## src/verilog/spi_regs_consts.svh

```systemverilog
// Register offsets, field positions, reset values and character width
`ifndef SPI_REGS_CONSTS_SVH
`define SPI_REGS_CONSTS_SVH
`define OFF_CONTROL 6'h00
`define OFF_STATUS 6'h08
`define OFF_RX_DATA 6'h0C
`define OFF_TX_DATA 6'h0E
`define OFF_IRQ_ENABLE 6'h2A
`define OFF_IRQ_FLAGS 6'h2C
`define OFF_IRQ_VECTOR 6'h2E
`define BIT_TX_EMPTY 1
`define BIT_RX_DONE 0
`define BIT_SEVEN_BIT 12
`define BIT_OVERRUN 5
`define RST_TX_DATA 8'h00
`define RST_IRQ_ENABLE 2'h0
`define RST_IRQ_FLAGS 2'h2
`define VEC_NONE 16'h0000
`define VEC_RX 16'h0002
`define VEC_TX 16'h0004
`define CHAR_BITS 8
`endif

```

## src/verilog/spi_regs_pkg.sv

```systemverilog
// Types shared by the serial port register bank
package spi_regs_pkg;
    typedef enum logic [1:0] {
        SH_IDLE,
        SH_SHIFT,
        SH_DONE
    } shift_state_t;
endpackage
```

## src/verilog/link_if.sv

```systemverilog
// Internal carrier between shift engine and register bank
`timescale 1ns/1ps
interface link_if;
    logic [7:0] tx_byte;
    logic tx_take;
    logic tx_full;
    logic [7:0] rx_byte;
    logic rx_load;
    logic seven_bit;
    modport bank (output tx_byte, output tx_full, output seven_bit, input tx_take, input rx_byte, input rx_load);
    modport engine (input tx_byte, input tx_full, input seven_bit, output tx_take, output rx_byte, output rx_load);
endinterface

```

## src/verilog/pin_sync.sv

```systemverilog
// Two flip-flop synchroniser for one pin
`timescale 1ns/1ps
module pin_sync (
    input wire logic clk_sys,
    input wire logic rst_n,
    input wire logic pin_in,
    output logic pin_out
);
    logic meta_ff;
    always_ff @(posedge clk_sys) begin
        if (!rst_n) begin
            meta_ff <= 1'b0;
            pin_out <= 1'b0;
        end else begin
            meta_ff <= pin_in;
            pin_out <= meta_ff;
        end
    end
endmodule

```

## src/verilog/shift_engine.sv

```systemverilog
// Slave shift engine: samples the link clock and moves characters
`timescale 1ns/1ps
module shift_engine
    import spi_regs_pkg::*;
(
    input wire logic clk_sys,
    input wire logic rst_n,
    input wire logic sclk_s,
    input wire logic mosi_s,
    input wire logic enable,
    output logic miso_ff,
    link_if.engine lk
);
    shift_state_t state_ff;
    logic sclk_d_ff;
    logic [7:0] sh_rx_ff;
    logic [7:0] sh_tx_ff;
    logic [3:0] cnt_ff;
    logic [3:0] len;
    logic rise;
    logic fall;
    assign len = lk.seven_bit ? 4'd7 : 4'd8;
    assign rise = sclk_s & ~sclk_d_ff;
    assign fall = ~sclk_s & sclk_d_ff;
    always_ff @(posedge clk_sys) begin
        if (!rst_n) begin
            sclk_d_ff <= 1'b0;
        end else begin
            sclk_d_ff <= sclk_s;
        end
    end
    // Mode 0, MSB first; only the shift path, not the full option set
    always_ff @(posedge clk_sys) begin
        if (!rst_n || !enable) begin
            state_ff <= SH_IDLE;
            cnt_ff <= 4'd0;
            sh_rx_ff <= 8'h00;
            sh_tx_ff <= 8'h00;
            miso_ff <= 1'b0;
            lk.tx_take <= 1'b0;
            lk.rx_load <= 1'b0;
            lk.rx_byte <= 8'h00;
        end else begin
            lk.tx_take <= 1'b0;
            lk.rx_load <= 1'b0;
            case (state_ff)
                SH_IDLE: begin
                    if (lk.tx_full) begin
                        // Seven-bit mode ignores bit 7
                        sh_tx_ff <= lk.seven_bit ? {lk.tx_byte[6:0], 1'b0} : lk.tx_byte;
                        miso_ff <= lk.seven_bit ? lk.tx_byte[6] : lk.tx_byte[7];
                        lk.tx_take <= 1'b1;
                        cnt_ff <= 4'd0;
                        state_ff <= SH_SHIFT;
                    end
                end
                SH_SHIFT: begin
                    if (rise) begin
                        sh_rx_ff <= {sh_rx_ff[6:0], mosi_s};
                        cnt_ff <= cnt_ff + 4'd1;
                        if (cnt_ff + 4'd1 == len) begin
                            state_ff <= SH_DONE;
                        end
                    end else if (fall) begin
                        sh_tx_ff <= {sh_tx_ff[6:0], 1'b0};
                        miso_ff <= sh_tx_ff[6];
                    end
                end
                default: begin
                    lk.rx_byte <= lk.seven_bit ? {1'b0, sh_rx_ff[6:0]} : sh_rx_ff;
                    lk.rx_load <= 1'b1;
                    state_ff <= SH_IDLE;
                end
            endcase
        end
    end
endmodule

```

## src/verilog/spi_data_buffer_irq_regs.sv

```systemverilog
// Data buffer and interrupt registers of a slave serial port
// Behaviour
// - Receive register shows last character, upper zero
// - Reading receive data clears errors and flag
// - Seven-bit receive is right-aligned, bit7 zero
// - Transmit register holds byte, resets zero
// - Writing transmit data clears empty flag; an engine take in the same cycle leaves it set
// - Seven-bit mode ignores and zeroes transmit bit7
// - Transmit-empty flag bit1, resets to one
// - Receive-done flag bit0 set on character
// - Enable register: tx bit1, rx bit0
// - Vector 0x000 idle, 0x002 receive first
// - Vector 0x004 for transmit when no receive
// - Overrun set when unread character replaced
// - Length control one selects seven bits
`timescale 1ns/1ps
`include "spi_regs_consts.svh"
module spi_data_buffer_irq_regs
    import spi_regs_pkg::*;
(
    input wire logic clk_sys,
    input wire logic rst_n,
    input wire logic [5:0] addr,
    input wire logic [15:0] wdata,
    input wire logic wr,
    input wire logic rd,
    output logic [15:0] rdata_ff,
    output logic irq_ff,
    input wire logic sclk_pin,
    input wire logic mosi_pin,
    output logic miso_ff,
    output logic miso_oe_n_ff
);
    link_if lk ();
    logic sclk_s;
    logic mosi_s;
    logic seven_bit_select_ff;
    logic port_enable_ff;
    logic [7:0] rx_char_field_ff;
    logic [7:0] tx_char_field_ff;
    logic tx_full_ff;
    logic [1:0] irq_enable_ff;
    logic tx_empty_flag_ff;
    logic rx_done_flag_ff;
    logic overrun_flag_ff;
    logic [15:0] vector_value;
    logic [15:0] nxt_rdata;
    logic wr_tx;
    logic rd_rx;
    logic rd_iv;
    logic [7:0] tx_mask;
    logic wr_ctl;
    logic wr_ie;
    logic wr_ifg;
    logic unread_ff;

    pin_sync u_sclk (.clk_sys(clk_sys), .rst_n(rst_n), .pin_in(sclk_pin), .pin_out(sclk_s));
    pin_sync u_mosi (.clk_sys(clk_sys), .rst_n(rst_n), .pin_in(mosi_pin), .pin_out(mosi_s));

    shift_engine u_eng (
        .clk_sys(clk_sys),
        .rst_n(rst_n),
        .sclk_s(sclk_s),
        .mosi_s(mosi_s),
        .enable(port_enable_ff),
        .miso_ff(miso_ff),
        .lk(lk)
    );

    assign wr_tx = wr && (addr == `OFF_TX_DATA);
    assign rd_rx = rd && (addr == `OFF_RX_DATA);
    assign rd_iv = rd && (addr == `OFF_IRQ_VECTOR);
    assign wr_ctl = wr && (addr == `OFF_CONTROL);
    assign wr_ie = wr && (addr == `OFF_IRQ_ENABLE);
    assign wr_ifg = wr && (addr == `OFF_IRQ_FLAGS);
    assign tx_mask = seven_bit_select_ff ? 8'h7F : 8'hFF;
    assign lk.tx_byte = tx_char_field_ff;
    assign lk.tx_full = tx_full_ff;
    assign lk.seven_bit = seven_bit_select_ff;

    // Control word: length select and an enable for the shift engine
    always_ff @(posedge clk_sys) begin
        if (!rst_n) begin
            seven_bit_select_ff <= 1'b0;
            port_enable_ff <= 1'b0;
        end else if (wr && addr == `OFF_CONTROL) begin
            seven_bit_select_ff <= wdata[`BIT_SEVEN_BIT];
            port_enable_ff <= ~wdata[0];
        end
    end

    // Pin driven only while the port runs
    always_ff @(posedge clk_sys) begin
        if (!rst_n) begin
            miso_oe_n_ff <= 1'b1;
        end else begin
            miso_oe_n_ff <= ~port_enable_ff;
        end
    end

    // Receive buffer; a stale bit 7 is dropped once seven-bit mode is on
    always_ff @(posedge clk_sys) begin
        if (!rst_n) begin
            rx_char_field_ff <= 8'h00;
        end else if (lk.rx_load) begin
            rx_char_field_ff <= lk.rx_byte;
        end else if (seven_bit_select_ff) begin
            rx_char_field_ff[7] <= 1'b0;
        end
    end

    // Transmit buffer; bit 7 forced low in seven-bit mode
    always_ff @(posedge clk_sys) begin
        if (!rst_n) begin
            tx_char_field_ff <= `RST_TX_DATA;
        end else if (wr_tx) begin
            tx_char_field_ff <= wdata[7:0] & tx_mask;
        end else if (seven_bit_select_ff) begin
            tx_char_field_ff[7] <= 1'b0;
        end
    end

    // Buffer full until the engine takes it; a write wins over a take
    always_ff @(posedge clk_sys) begin
        if (!rst_n) begin
            tx_full_ff <= 1'b0;
        end else if (wr_tx) begin
            tx_full_ff <= 1'b1;
        end else if (lk.tx_take) begin
            tx_full_ff <= 1'b0;
        end
    end

    // Transmit-empty flag: hardware set wins over software clear
    always_ff @(posedge clk_sys) begin
        if (!rst_n) begin
            tx_empty_flag_ff <= 1'(`RST_IRQ_FLAGS >> `BIT_TX_EMPTY);
        end else if (lk.tx_take) begin
            tx_empty_flag_ff <= 1'b1;
        end else if (wr_tx) begin
            tx_empty_flag_ff <= 1'b0;
        end else if (wr && addr == `OFF_IRQ_FLAGS) begin
            tx_empty_flag_ff <= wdata[`BIT_TX_EMPTY];
        end
    end

    // Receive-done flag: a new character beats the read clear
    always_ff @(posedge clk_sys) begin
        if (!rst_n) begin
            rx_done_flag_ff <= 1'(`RST_IRQ_FLAGS >> `BIT_RX_DONE);
        end else if (lk.rx_load) begin
            rx_done_flag_ff <= 1'b1;
        end else if (rd_rx) begin
            rx_done_flag_ff <= 1'b0;
        end else if (wr && addr == `OFF_IRQ_FLAGS) begin
            rx_done_flag_ff <= wdata[`BIT_RX_DONE];
        end
    end

    // Own unread marker, so a flags write cannot hide an overrun
    always_ff @(posedge clk_sys) begin
        if (!rst_n) begin
            unread_ff <= 1'b0;
        end else if (lk.rx_load) begin
            unread_ff <= 1'b1;
        end else if (rd_rx) begin
            unread_ff <= 1'b0;
        end
    end

    // Overrun: only a receive read clears it
    always_ff @(posedge clk_sys) begin
        if (!rst_n) begin
            overrun_flag_ff <= 1'b0;
        end else if (lk.rx_load && unread_ff && !rd_rx) begin
            overrun_flag_ff <= 1'b1;
        end else if (rd_rx) begin
            overrun_flag_ff <= 1'b0;
        end
    end

    always_ff @(posedge clk_sys) begin
        if (!rst_n) begin
            irq_enable_ff <= `RST_IRQ_ENABLE;
        end else if (wr && addr == `OFF_IRQ_ENABLE) begin
            irq_enable_ff <= wdata[1:0];
        end
    end

    // Receive outranks transmit
    always_comb begin
        if (rx_done_flag_ff && irq_enable_ff[`BIT_RX_DONE]) begin
            vector_value = `VEC_RX;
        end else if (tx_empty_flag_ff && irq_enable_ff[`BIT_TX_EMPTY]) begin
            vector_value = `VEC_TX;
        end else begin
            vector_value = `VEC_NONE;
        end
    end

    always_ff @(posedge clk_sys) begin
        if (!rst_n) begin
            irq_ff <= 1'b0;
        end else begin
            irq_ff <= |({tx_empty_flag_ff, rx_done_flag_ff} & irq_enable_ff);
        end
    end

    // Read decode; unmapped addresses read zero
    always_comb begin
        if (addr == `OFF_CONTROL) begin
            nxt_rdata = {3'b000, seven_bit_select_ff, 11'h000, ~port_enable_ff};
        end else if (addr == `OFF_STATUS) begin
            nxt_rdata = {10'h000, overrun_flag_ff, 5'h00};
        end else if (addr == `OFF_RX_DATA) begin
            nxt_rdata = {8'h00, rx_char_field_ff};
        end else if (addr == `OFF_TX_DATA) begin
            nxt_rdata = {8'h00, tx_char_field_ff};
        end else if (addr == `OFF_IRQ_ENABLE) begin
            nxt_rdata = {14'h0000, irq_enable_ff};
        end else if (addr == `OFF_IRQ_FLAGS) begin
            nxt_rdata = {14'h0000, tx_empty_flag_ff, rx_done_flag_ff};
        end else if (addr == `OFF_IRQ_VECTOR) begin
            nxt_rdata = vector_value;
        end else begin
            nxt_rdata = 16'h0000;
        end
    end

    always_ff @(posedge clk_sys) begin
        if (!rst_n) begin
            rdata_ff <= 16'h0000;
        end else if (rd) begin
            rdata_ff <= nxt_rdata;
        end else begin
            rdata_ff <= 16'h0000;
        end
    end

    // Clear and set paths, vector choice and request level
    chk_rx_read_clears: assert property (@(posedge clk_sys) disable iff (!rst_n)
        rd_rx && !lk.rx_load |=> !rx_done_flag_ff && !overrun_flag_ff)
        else $error("receive read did not clear flags");
    chk_tx_write_clears: assert property (@(posedge clk_sys) disable iff (!rst_n)
        wr_tx && !lk.tx_take |=> !tx_empty_flag_ff)
        else $error("transmit write left empty flag");
    chk_rx_sets_flag: assert property (@(posedge clk_sys) disable iff (!rst_n)
        lk.rx_load |=> rx_done_flag_ff && rx_char_field_ff == $past(lk.rx_byte))
        else $error("receive load lost");
    chk_seven_rx: assert property (@(posedge clk_sys) disable iff (!rst_n)
        seven_bit_select_ff && lk.rx_load |=> !rx_char_field_ff[7])
        else $error("seven-bit receive bit7 set");
    chk_seven_tx: assert property (@(posedge clk_sys) disable iff (!rst_n)
        seven_bit_select_ff ##1 seven_bit_select_ff |-> !tx_char_field_ff[7])
        else $error("seven-bit transmit bit7 set");
    chk_overrun_set: assert property (@(posedge clk_sys) disable iff (!rst_n)
        lk.rx_load && unread_ff && !rd_rx |=> overrun_flag_ff)
        else $error("overrun missed");
    chk_vector_read: assert property (@(posedge clk_sys) disable iff (!rst_n)
        rd_iv && rx_done_flag_ff && irq_enable_ff[0] |=> rdata_ff == 16'h0002)
        else $error("vector not receive");
    chk_vector_tx: assert property (@(posedge clk_sys) disable iff (!rst_n)
        rd_iv && !(rx_done_flag_ff && irq_enable_ff[0]) && tx_empty_flag_ff && irq_enable_ff[1]
        |=> rdata_ff == 16'h0004)
        else $error("vector not transmit");
    chk_irq_level: assert property (@(posedge clk_sys) disable iff (!rst_n)
        ##1 irq_ff == $past(|({tx_empty_flag_ff, rx_done_flag_ff} & irq_enable_ff)))
        else $error("interrupt level wrong");
    chk_take_sets_empty: assert property (@(posedge clk_sys) disable iff (!rst_n)
        lk.tx_take |=> tx_empty_flag_ff && tx_full_ff == $past(wr_tx))
        else $error("take did not set empty");

    // Receive side
    chk_rx_read_data: assert property (@(posedge clk_sys) disable iff (!rst_n)
        rd_rx |=> rdata_ff == {8'h00, $past(rx_char_field_ff)})
        else $error("receive read data wrong");
    chk_rx_hold: assert property (@(posedge clk_sys) disable iff (!rst_n)
        !lk.rx_load && !seven_bit_select_ff |=> $stable(rx_char_field_ff))
        else $error("receive buffer changed");
    chk_seven_rx_read: assert property (@(posedge clk_sys) disable iff (!rst_n)
        seven_bit_select_ff ##1 (seven_bit_select_ff && rd_rx) |=> !rdata_ff[7])
        else $error("seven-bit receive read bit7 set");
    chk_rx_flag_hold: assert property (@(posedge clk_sys) disable iff (!rst_n)
        rx_done_flag_ff && !rd_rx && !wr_ifg |=> rx_done_flag_ff)
        else $error("receive flag dropped");
    chk_rx_no_spurious: assert property (@(posedge clk_sys) disable iff (!rst_n)
        !lk.rx_load && !rx_done_flag_ff && !wr_ifg |=> !rx_done_flag_ff)
        else $error("receive flag set without character");
    chk_overrun_hold: assert property (@(posedge clk_sys) disable iff (!rst_n)
        overrun_flag_ff && !rd_rx |=> overrun_flag_ff)
        else $error("overrun dropped");
    chk_overrun_read: assert property (@(posedge clk_sys) disable iff (!rst_n)
        rd_rx |=> !overrun_flag_ff)
        else $error("overrun not cleared by read");

    // Transmit side
    chk_tx_write_data: assert property (@(posedge clk_sys) disable iff (!rst_n)
        wr_tx |=> tx_char_field_ff == ($past(wdata[7:0]) & $past(tx_mask)))
        else $error("transmit write lost");
    chk_tx_hold: assert property (@(posedge clk_sys) disable iff (!rst_n)
        !wr_tx && !seven_bit_select_ff |=> $stable(tx_char_field_ff))
        else $error("transmit buffer changed");
    chk_tx_read_data: assert property (@(posedge clk_sys) disable iff (!rst_n)
        rd && addr == `OFF_TX_DATA |=> rdata_ff == {8'h00, $past(tx_char_field_ff)})
        else $error("transmit read data wrong");
    chk_full_hold: assert property (@(posedge clk_sys) disable iff (!rst_n)
        tx_full_ff && !lk.tx_take |=> tx_full_ff)
        else $error("transmit byte lost before take");
    chk_empty_hold: assert property (@(posedge clk_sys) disable iff (!rst_n)
        tx_empty_flag_ff && !wr_tx && !wr_ifg |=> tx_empty_flag_ff)
        else $error("empty flag dropped");
    chk_seven_write: assert property (@(posedge clk_sys) disable iff (!rst_n)
        wr_tx && seven_bit_select_ff |=> !tx_char_field_ff[7])
        else $error("seven-bit write kept bit7");
    chk_eight_write: assert property (@(posedge clk_sys) disable iff (!rst_n)
        wr_tx && !seven_bit_select_ff |=> tx_char_field_ff[7] == $past(wdata[7]))
        else $error("eight-bit write lost bit7");
    chk_seven_select: assert property (@(posedge clk_sys) disable iff (!rst_n)
        wr_ctl |=> seven_bit_select_ff == $past(wdata[`BIT_SEVEN_BIT]))
        else $error("length select not taken");

    // Enables, vector and request
    chk_ie_write: assert property (@(posedge clk_sys) disable iff (!rst_n)
        wr_ie |=> irq_enable_ff == $past(wdata[1:0]))
        else $error("enable write lost");
    chk_ie_reserved: assert property (@(posedge clk_sys) disable iff (!rst_n)
        rd && addr == `OFF_IRQ_ENABLE |=> rdata_ff[15:2] == 14'h0000)
        else $error("enable reserved bits set");
    chk_flags_reserved: assert property (@(posedge clk_sys) disable iff (!rst_n)
        rd && addr == `OFF_IRQ_FLAGS |=> rdata_ff[15:2] == 14'h0000)
        else $error("flag reserved bits set");
    chk_vector_none: assert property (@(posedge clk_sys) disable iff (!rst_n)
        rd_iv && !(rx_done_flag_ff && irq_enable_ff[0]) && !(tx_empty_flag_ff && irq_enable_ff[1])
        |=> rdata_ff == 16'h0000)
        else $error("vector not idle");
    chk_irq_rx_source: assert property (@(posedge clk_sys) disable iff (!rst_n)
        rx_done_flag_ff && irq_enable_ff[0] |=> irq_ff)
        else $error("receive request missing");
    chk_irq_tx_source: assert property (@(posedge clk_sys) disable iff (!rst_n)
        tx_empty_flag_ff && irq_enable_ff[1] |=> irq_ff)
        else $error("transmit request missing");

    cov_receive: cover property (@(posedge clk_sys) disable iff (!rst_n) lk.rx_load ##[1:20] rd_rx);
    cov_overrun: cover property (@(posedge clk_sys) disable iff (!rst_n) overrun_flag_ff);
    cov_transmit: cover property (@(posedge clk_sys) disable iff (!rst_n) wr_tx ##[1:20] lk.tx_take);
    cov_seven_frame: cover property (@(posedge clk_sys) disable iff (!rst_n) seven_bit_select_ff && lk.rx_load);
    cov_vector_rx: cover property (@(posedge clk_sys) disable iff (!rst_n) rd_iv && rx_done_flag_ff && irq_enable_ff[0]);
endmodule

```

## config.mk

```make
export PLATFORM = sky130hd
export DESIGN_NAME = spi_data_buffer_irq_regs
export DESIGN_NICKNAME = d
export VERILOG_FILES = /design/src/verilog/spi_regs_pkg.sv /design/src/verilog/link_if.sv /design/src/verilog/pin_sync.sv /design/src/verilog/shift_engine.sv /design/src/verilog/spi_data_buffer_irq_regs.sv
export VERILOG_INCLUDE_DIRS = /design/src /design/src/verilog
export SDC_FILE = /design/constraint.sdc
export NUM_CORES = 1
export LEC_CHECK = 0
export ABC_CLOCK_PERIOD_IN_PS = 5600
export BUFFER_PORTS_ARGS = -buffer_cell sky130_fd_sc_hd__buf_4
export CAP_MARGIN = 0
export CORE_ASPECT_RATIO = 1.2
export CORE_UTILIZATION = 45
export CTS_CLUSTER_SIZE = 16
export DETAILED_ROUTE_END_ITERATION = 10
export HOLD_SLACK_MARGIN = 0.15
export PLACE_DENSITY = 0.66
export RECOVER_POWER = 25
export SLEW_MARGIN = 10
export SYNTH_ARGS = -nofsm -noshare
export SYNTH_HDL_FRONTEND = slang
export SYNTH_SLANG_ARGS = --single-unit
```

## constraint.sdc

```tcl
create_clock -name clk_sys -period 5.6 [get_ports clk_sys]
set_input_delay 1.68 -clock clk_sys [delete_from_list [all_inputs] [get_ports clk_sys]]
set_output_delay 1.68 -clock clk_sys [all_outputs]
set_load 0.01 [all_outputs]
```

==> results of run 1 <==
cell usage after synthesis (all sizes together), types with 2 or more instances:
library cell and instances:
nor4bb 2, and3 4, clkbuf 11, a21boi 2, nor2b 2, nor4b 2, a211o 8, nand3b 2
o21ai 3, nand4b 2, a22oi 7, and2 6, nor3b 2, mux2 2, a311oi 2, a211oi 2
mux2i 25, a22o 2, nand2b 5, or2 2, nor3 4, inv 3, nor2 42, a21oi 34
nand3 9, dfxtp 73, buf 17, nand2 38
per-stage QoR:
| step | setup slack [ns] | cell area [um^2] | cells | power, W | hold slack, ns |
|---|---|---|---|---|---|
| 3_5_place_dp | 2.30 | 3230 | 427 | 0.000568 | 0.419 |
| 5_1_grt | 2.40 | 3380 | 443 | 0.000997 | 0.459 |
| 6_report | 2.55 | 3380 | 443 | 0.000957 | 0.438 |
| 3_3_place_gp | 2.32 | 3230 | 427 | 0.000568 | 0.416 |
| 2_1_floorplan | 2.58 | 3020 | 337 | 0.000555 | 0.405 |
| 4_1_cts | 2.66 | 3420 | 443 | 0.000963 | 0.437 |
cell families after synthesis:
group / Yosys count / share of synthesized area [%]
multiplexers: 27 / 9.11
flip-flops: 73 / 48.8
AO/OA/AOI/OAI: 67 / 14.5
adder cells (fa/ha/maj): 1 / 0.418
AND/OR/NAND/NOR: 128 / 21.4
XOR/XNOR: 2 / 0.585
other: 1 / 0.125
buffers and inverters: 32 / 5.10
area by class of cell:
class	instances	area [um^2]	area share, %
Clock buffer	13	149	4.40
Sequential cell	73	1460	43.2
Timing Repair Buffer	33	206	6.10
Clock inverter	3	40.0	1.18
Multi-Input combinational cell	232	1400	41.5
Tap cell	85	106	3.14
Inverter	4	15.0	0.444
per-layer routing:
layer	up-vias	global-route usage [%]	wire [um]
met5	-	0	0
met2	50	31.1	2900
li1	1183	-	-
met3	11	4.12	232
met4	0	7.85	107
met1	1077	23.6	2870
power groups by stage:
stage | combinational [W] | sequential [W] | clock (W)
5_1_grt | 0.0000359 | 0.000522 | 0.000438
4_1_cts | 0.0000338 | 0.000522 | 0.000407
6_report | 0.0000332 | 0.000522 | 0.000402
2_1_floorplan | 0.0000206 | 0.000534 | 0
3_5_place_dp | 0.0000337 | 0.000534 | 0
3_3_place_gp | 0.0000333 | 0.000534 | 0
registers in the layout, summed over array words and instances (netlist names), 2 cells and up:
register and flops:
u_eng.cnt_ff 4, u_eng.sh_tx_ff 7, rdata_ff 9, irq_enable_ff 2, u_eng.state_ff 2, lk.tx_byte 8, u_eng.sh_rx_ff 8, rx_char_field_ff 8
u_eng.lk.rx_byte 8
worst max-delay path: cells and delay by family:
kind | cells | cell delay [ns]
buf+inv | 2 | 1.10
compound gates | 1 | 0.49
worst max-delay path by stage:
stage / slack (ns) / startpoint / cells after the start / endpoint
floorplan: 2.58 / addr[5] / 5 / lk.seven_bit$_SDFFE_PN0P_
global placement: 2.32 / addr[5] / 5 / rx_done_flag_ff$_SDFFE_PN0P_
detailed placement: 2.30 / addr[5] / 5 / unread_ff$_SDFFE_PN0P_
CTS: 2.66 / addr[5] / 5 / port_enable_ff$_SDFFE_PN0P_
global route: 2.40 / rst_n / 3 / u_eng.state_ff[0]$_SDFFE_PP0P_
finish: 2.55 / rst_n / 3 / tx_empty_flag_ff$_SDFFE_PP1P_
layout by cell type (no fill, tap or decap), types with 3 or more instances in the layout:
cell / instances
a21oi_1: 34
and2_1: 3
buf_4: 22
a22oi_1: 7
inv_1: 3
mux2i_1: 25
clkbuf_8: 10
nor3_1: 4
conb_1: 7
nand2b_1: 5
nor2_1: 41
and2_0: 3
clkbuf_1: 14
a211o_1: 8
nand3_1: 9
dfxtp_1: 73
and3_1: 4
nand2_1: 38
==> metrics.md, run 1 <==
| Metric | Value |
|---|---|
| Combinational share of power | ~3.5% |
| Outcome | finished clean |
| Worst R2R Setup Slack | 3.36 ns |
| Area Overhead vs Synth | 12.9% |
| Vias in the first global route | 2133 |
| Hold Path End | u_sclk.pin_out$_SDFF_PN0_ |
| Switching pwr | 0.000205 W |
| Die area | between 6000 and 7000 um^2 |
| Distinct cell type count after synthesis | 52 |
| Final-report setup violation count | 0 |
| Ys Warns | 0 |
| Reg2Reg Capture Point | u_eng.sh_tx_ff[1]$_SDFFE_PP0P_ |
| RSZ-0062 raised after global routing | no |
| Avg Cell Area, Syn | 9.05 um^2 |
| Final period utilization | 54.5% |
| Worst path max stage delay | roughly 0.73 ns |
| Sequence of cells on the critical path | clkbuf_1 > clkinv_1 > a211o_1 |
| Crit path arrival time | 3.28 ns |
| CTS max path bufs | 2 |
| Post-route minimum period | 3.05 ns |
| TritonRoute pass-1 iters | 4 |
| Remaining global-route overflow | 0 |
| Crit end category | flip-flop |
| Seq pwr share | 54.6% |
| CORE AREA | 6450 um^2 |
| Post-CTS Setup Bufs | 0 |
| Largest area contributor in the netlist | dfxtp_1 |
| Hold-fix buffers at CTS | 0 |
| Actual slew at the worst max-slew pin | 1.07 ns |
| H-Tree Depth | 3 |
| Clock transition at the registers of the reported paths | 0.08 ns |
| Highest net fanout along the worst path | 26 |
| Main synth FF type | dfxtp_1 |
| Die width | ~76 um |
| Top Ports | 47 |
| Switching fraction of total power | 21.4% |
| Pleak | 1.13 nW |
| Clock skew | 0.00744 ns |
| Synthesized cell area | 3000 um^2 |
| Sink Count | 73 |
| DR WL/cell | 13.8 um |
| Global-route usage over all layers | a little under a fifth |
| Register area share after synthesis | 48.8% |
| Setup_tns | 0 ns |
| Path category of the worst min-delay check | reg2reg |
| Via density | 5.24 |
| Slowest stage cell on the critical path | clkinv_1 |
| Highest clock rate | 0.327 GHz |
| Worst R2R Start | u_eng.state_ff[1]$_SDFFE_PP0P_ |
| Syn Inst Count | 331 |
| First DRT Iteration DRCs | 115 |
| Largest net degree at the start of global routing | 33 |
| Vert. Die Dim | 91.4 um |
| Hold depth | 1 |
| Clock power share | between 40% and 50% |
| Post-synth EDFFs | 0 |
| GP Congestion | between 0.8 and 0.9 |
| Final nets | 382 |
| Placed wire-length estimate | 4160 um |
| P per Cell Area | 283 nW/um^2 |
| CTS buffer count | 9 |
| Final core occ | 52.5% |
| Fillers | 633 |
| Top cell type's share of synthesized area | between 40% and 50% |
| Ys async rst share | 0% |
| First-pass GRT wire length | 10300 um |
| Ant. Diodes | 0 |
| Layout cells sized above 1 | 11.5% |
| Fin. max-slew vios | 0 |
| Ranking of synthesized cells by area | dfxtp_1 49%, mux2i_1 8.4%, a21oi_1 5.7% |
| Worst hold start | u_sclk.meta_ff$_SDFF_PN0_ |
| R2R cell count | 4 |
| Int Pwr | 0.000752 W |
| CP required | 5.83 ns |
| Post_cts resized | 0 |
| Routed Antenna Nets | 0 |
| Initial core utilization | 46.5% |
| Max cap viols | 0 |
| Setup CP Type | in2reg |
| Fin. Hold Viols | 0 |
| Slew HR | 28.3% |
| Critical path launch point type | primary input |
| Worst-skew pair later-pin latency | 0.34 ns |
| TritonCTS clock tree | done |
| DRC errors left | 0 |
| Final wirelength | around 6100 um |
| Max IR drop VDD | 0.144 mV |
| Synthesized flop and latch total | 73 |
| # rows | 32 |
| Via count | about 2300 |
| Root buffer cell | clkbuf_8 |
| Port buffer count | 32 |
| Initial antenna violation count | 0 |
Note: power is estimated with default switching activity, not from simulation.
==> run 2: changes to the inputs <==
Settings changed: ABC_CLOCK_PERIOD_IN_PS 5600 to 3090.
Clock period 5.6 ns to 3.09 ns, I/O delays scaled along.
==> run 2 against run 1 <==
  * Combinational power rose by 83%
  * Non-clock buffer count rose by 3
  * First-iteration DRC count rose by 19%
  * Total power rose by 81%
  * Via count fell by 0.86%
  * Worst setup slack got worse by 1.7 ns
  * Clock power rose by 80%
  * Largest cell class unchanged
  * Highest routed layer unchanged
==> metrics.md, run 2 (synthesized netlist as in run 1, its figures left out) <==
| Metric | Value |
|---|---|
| Reg2Reg Capture Point | u_eng.sh_tx_ff[1]$_SDFFE_PP0P_ |
| Slew HR | 47.7% |
| RSZ-0062 raised after global routing | no |
| # rows | 32 |
| CTS buffer count | 9 |
| Path category of the worst min-delay check | reg2reg |
| Switching pwr | 0.000366 W |
| Final period utilization | 73.4% |
| CORE AREA | between 6000 and 7000 um^2 |
| Die width | around 76 um |
| Actual slew at the worst max-slew pin | 0.784 ns |
| Port buffer count | 32 |
| R2R cell count | 5 |
| Post_cts resized | 0 |
| Post-route minimum period | 2.27 ns |
| Fin. Hold Viols | 0 |
| Initial antenna violation count | 0 |
| Worst-skew pair later-pin latency | 0.35 ns |
| Routed Antenna Nets | 0 |
| Layout cells sized above 1 | 14.7% |
| Setup CP Type | in2reg |
| Hold Path End | u_sclk.pin_out$_SDFF_PN0_ |
| Highest clock rate | 0.441 GHz |
| Most common cell after layout, fill and taps aside | dfxtp_1 |
| Crit path arrival time | around 2.5 ns |
| Largest net degree at the start of global routing | 25 |
| Final nets | 385 |
| Worst R2R Setup Slack | between 1 and 1.5 ns |
| DR WL/cell | 13.4 um |
| Worst hold start | u_sclk.meta_ff$_SDFF_PN0_ |
| Most frequent cells in the layout | 73 x dfxtp_1, 41 x nor2_1, 38 x nand2_1, 34 x a21oi_1, 34 x buf_4 |
| Remaining global-route overflow | 0 |
| Switching fraction of total power | 21.1% |
| Area Overhead vs Synth | 14.8% |
| Initial core utilization | 46.5% |
| Via count | ~2300 |
| Global-route usage over all layers | 18.5% |
| First DRT Iteration DRCs | 137 |
| Busiest metal layer after global routing | met2 |
| Int Pwr | 0.00136 W |
| Max FFs per register | 9 |
| Met1 Usage GRT | 22.2% |
| Placed wire-length estimate | 4160 um |
| H-Tree Depth | 3 |
| TritonRoute pass-1 iters | 4 |
| Met3 usage | 4.22% |
| Clock power share | 41.7% |
| Worst R2R Start | u_eng.state_ff[1]$_SDFFE_PP0P_ |
| Ant. Diodes | 0 |
| Max IR drop VDD | around 0.33 mV |
| Critical path launch point type | primary input |
| Setup_tns | 0 ns |
| P per Cell Area | just over 500 nW/um^2 |
| CP required | 3.32 ns |
| Crit end category | flip-flop |
| Sink Count | 73 |
| Hold-fix buffers at CTS | 0 |
| Vias in the first global route | 2101 |
| Root buffer cell | clkbuf_8 |
| Vert. Die Dim | 91.4 um |
| Combinational share of power | roughly 3.5% |
| Highest net fanout along the worst path | 18 |
| GR Layer Usage met2 | 29.4% |
| Seq pwr share | 54.8% |
| Clock skew | 0.00860 ns |
| Total power | 0.00173 W |
| Post-CTS Setup Bufs | 0 |
| Biggest register | rdata_ff |
| Hold depth | 1 |
| Max cap viols | 0 |
| First-pass GRT wire length | approximately 10000 um |
| CTS max path bufs | 2 |
| DRC errors left | 0 |
| Final-report setup violation count | 0 |
| Post-placement cell area | around 3300 um^2 |
| Final wirelength | 5970 um |
| Via density | approximately 5.2 |
| Outcome | finished clean |
| Top Ports | 47 |
| Die area | approximately 7000 um^2 |
| GP Congestion | 0.887 |
| Fillers | 617 |
| Clock transition at the registers of the reported paths | ~0.070 ns |
| Post-route cell area | 3440 um^2 |
| Fin. max-slew vios | 0 |
| TritonCTS clock tree | done |
| Pleak | 1.18 nW |
==> run 2: cell types whose count changed in the layout (fill, tap and decap cells not counted), sizes merged <==
cell | before | now
buf | 22 | 34
clkbuf | 24 | 15
==> run 2: worst max-delay path, cell delays in order <==
cell and delay, ns:
clkbuf_1 0.38, clkinv_1 0.38, clkbuf_1 0.43, a211o_1 0.37
==> run 2: worst max-delay path by stage <==
stage               startpoint                       endpoint  slack, ns  cells past startpoint
CTS                    addr[5]         unread_ff$_SDFFE_PN0P_       0.92                      5
detailed placement     addr[5]         unread_ff$_SDFFE_PN0P_       0.55                      5
global placement       addr[5]         unread_ff$_SDFFE_PN0P_       0.57                      5
finish                   rst_n  tx_empty_flag_ff$_SDFFE_PP1P_       0.82                      4
global route             rst_n  tx_empty_flag_ff$_SDFFE_PP1P_       0.74                      4
floorplan              addr[5]      lk.seven_bit$_SDFFE_PN0P_       0.83                      5
==> run 2: through the flow <==
stage               hold WS [ns]  setup slack, ns  std cells  utilization (%)
floorplan                  0.405            0.826        337                -
CTS                        0.430            0.915        446             53.5
global placement           0.417            0.570        430             50.5
global route               0.446            0.742        446             53.3
detailed placement         0.423            0.547        430             50.5
finish                     0.427            0.821        446             53.3
==> run 2: per-layer routing <==
metal	part of all wire (%)	vias to the layer above
met3	3.5	11
met4	2.8	0
li1	-	1195
met1	48	1052
met2	46	43
met5	0	-
==> run 2: layout make-up <==
type | instances | area [um^2] | area share (%)
Timing Repair Buffer | 36 | 263 | 7.64
Multi-Input combinational cell | 232 | 1400 | 40.8
Inverter | 4 | 15.0 | 0.437
Tap cell | 85 | 106 | 3.09
Clock buffer | 13 | 149 | 4.33
Sequential cell | 73 | 1460 | 42.5
Clock inverter | 3 | 40.0 | 1.16
==> run 2: power groups by stage <==
stage               clock, W  combinational (W)  sequential [W]
global route        0.000790          0.0000657        0.000947
detailed placement         0          0.0000617        0.000968
global placement           0          0.0000614        0.000968
CTS                 0.000748          0.0000619        0.000946
finish              0.000722          0.0000607        0.000947
floorplan                  0          0.0000374        0.000968
==> run 3: changes to the inputs <==
Settings changed: ABC_CLOCK_PERIOD_IN_PS 3090 to 2000, PLACE_DENSITY 0.66 to 0.68.
Clock period 3.09 ns to 2 ns, I/O delays scaled along.
==> run 3 against run 2 <==
  * Critical path depth grew 3
  * Highest routed layer unchanged
  * Clock power grew 57%
  * Clock skew grew 0.0014 ns
  * Largest cell class unchanged
  * Global-route usage grew 0.66 points
  * Utilization grew 1.8 points
  * Sequential share of layout area shrank 1.4 points
  * Non-clock buffer count grew 15
  * Total power grew 56%
==> metrics.md, run 3 (synthesized netlist as in run 1, its figures left out) <==
| Metric | Value |
|---|---|
| Outcome | finished clean |
| Final nets | 400 |
| Routed Antenna Nets | 0 |
| CTS max path bufs | 2 |
| Worst R2R Setup Slack | 0.45 ns |
| Post-placement cell area | 3370 um^2 |
| First-pass GRT wire length | between 10000 and 15000 um |
| CP required | about 2.3 ns |
| Remaining global-route overflow | 0 |
| Max cap viols | 0 |
| Crit end category | flip-flop |
| Clock transition at the registers of the reported paths | roughly 0.070 ns |
| Ant. Diodes | 0 |
| First DRT Iteration DRCs | 118 |
| Final period utilization | between 90% and 100% |
| Slew HR | a little under two thirds |
| Crit path arrival time | 2.16 ns |
| H-Tree Depth | 3 |
| Initial core utilization | between 40 and 50% |
| Post-route minimum period | between 1.5 and 2 ns |
| Path category of the worst min-delay check | reg2reg |
| Fin. Hold Viols | 0 |
| Post-route cell area | between 3000 and 4000 um^2 |
| R2R cell count | 4 |
| # rows | 32 |
| Placed wire-length estimate | 4320 um |
| Most frequent cells in the layout | 73 x dfxtp_1, 48 x buf_4, 41 x nor2_1, 38 x nand2_1, 34 x a21oi_1 |
| RSZ-0062 raised after global routing | no |
| Hold depth | 1 |
| DRC errors left | 0 |
| Most common cell after layout, fill and taps aside | dfxtp_1 |
| Initial antenna violation count | 0 |
| Setup_tns | 0 ns |
| Fin. max-slew vios | 0 |
| Sink Count | 73 |
| Clock skew | 0.0100 ns |
| Worst R2R Start | lk.tx_full$_SDFFE_PN0P_ |
| CORE AREA | 6450 um^2 |
| GP Congestion | approximately 0.83 |
| TritonRoute pass-1 iters | 4 |
| Global-route usage over all layers | 19.1% |
| Worst hold start | u_sclk.meta_ff$_SDFF_PN0_ |
| Highest net fanout along the worst path | 5 |
| Port buffer count | 32 |
| Vias in the first global route | 2247 |
| Post_cts resized | 0 |
| Worst-skew pair later-pin latency | 0.35 ns |
| Pleak | 1.25 nW |
| Final wirelength | between 6000 and 7000 um |
| Total power | ~0.0027 W |
| Via count | 2373 |
| Layout cells sized above 1 | 18.7% |
| Critical path launch point type | primary input |
| Top Ports | 47 |
| Highest clock rate | roughly 0.53 GHz |
| Hold Path End | u_sclk.pin_out$_SDFF_PN0_ |
| Root buffer cell | clkbuf_8 |
| TritonCTS clock tree | done |
| Via density | 5.16 |
| Post-CTS Setup Bufs | 0 |
| Largest net degree at the start of global routing | 18 |
| CTS buffer count | 9 |
| # placed instances | approximately 450 |
| Final core occ | around 55% |
| Final Instance Count excl. Fillers | 460 |
| Die width | 76.5 um |
| Critical path origin | addr[5] |
| DR WL/cell | 13.1 um |
| Max IR drop VDD | 0.337 mV |
| Biggest register | rdata_ff |
| Area Overhead vs Synth | 18.6% |
| Hold-fix buffers at CTS | 0 |
| P per Cell Area | 759 nW/um^2 |
| Final-report setup violation count | 0 |
| Reg2Reg Capture Point | u_eng.miso_ff$_SDFFE_PP0P_ |
| Die area | 6990 um^2 |
| Vert. Die Dim | 91.4 um |
| Setup CP Type | in2reg |
| Max FFs per register | 9 |
| Actual slew at the worst max-slew pin | roughly 0.55 ns |
-- run 3: changes by cell type in the layout (fill, tap and decap cells not counted), sizes merged --
| cell | previous run | this run |
|---|---|---|
| buf | 34 | 48 |
| clkbuf | 15 | 13 |
| clkinv | 3 | 4 |
| clkinvlp | 0 | 1 |
-- run 3: worst max-delay path by stage --
stage / end / depth (start not counted)
2_1_floorplan: lk.seven_bit$_SDFFE_PN0P_ / 5
3_3_place_gp: rdata_ff[0]$_SDFF_PN0_ / 7
3_5_place_dp: rdata_ff[0]$_SDFF_PN0_ / 7
4_1_cts: rdata_ff[0]$_SDFF_PN0_ / 7
5_1_grt: rdata_ff[0]$_SDFF_PN0_ / 7
6_report: rdata_ff[0]$_SDFF_PN0_ / 7
-- run 3: worst max-delay path, cell delays in order --
cell      delay (ns)
buf_4           0.11
or4_1           0.66
buf_4           0.20
nor4_1          0.30
buf_4           0.17
nand2b_1        0.05
o21ai_1         0.07
-- run 3: through the flow --
step | setup slack (ns) | hold slack, ns
floorplan | 0.0628 | 0.405
global placement | -0.217 | 0.420
detailed placement | -0.211 | 0.424
CTS | 0.154 | 0.441
global route | 0.0495 | 0.451
finish | 0.117 | 0.439
-- run 3: power breakdown --
group | internal [W] | switching, W
clock network | 0.000601 | 0.000530
registers | 0.00146 | 0.00000383
logic | 0.0000484 | 0.0000562
total | 0.00211 | 0.000590
-- run 3: cell type report --
| type | instances | area [um^2] |
|---|---|---|
| Inverter | 4 | 15.0 |
| Fill cell | 598 | 2890 |
| Sequential cell | 73 | 1460 |
| Clock buffer | 10 | 138 |
| Tap cell | 85 | 106 |
| Timing Repair Buffer | 51 | 373 |
| Clock inverter | 5 | 56.3 |
| Multi-Input combinational cell | 232 | 1400 |
-- run 3: metal layers --
metal,vias to the layer above,global-route usage [%],part of all wire (%)
li1,1225,-,-
met1,1084,22.1,47
met2,56,32.6,48
met3,8,4.72,3.9
met4,0,9.62,1.9
met5,-,0,0
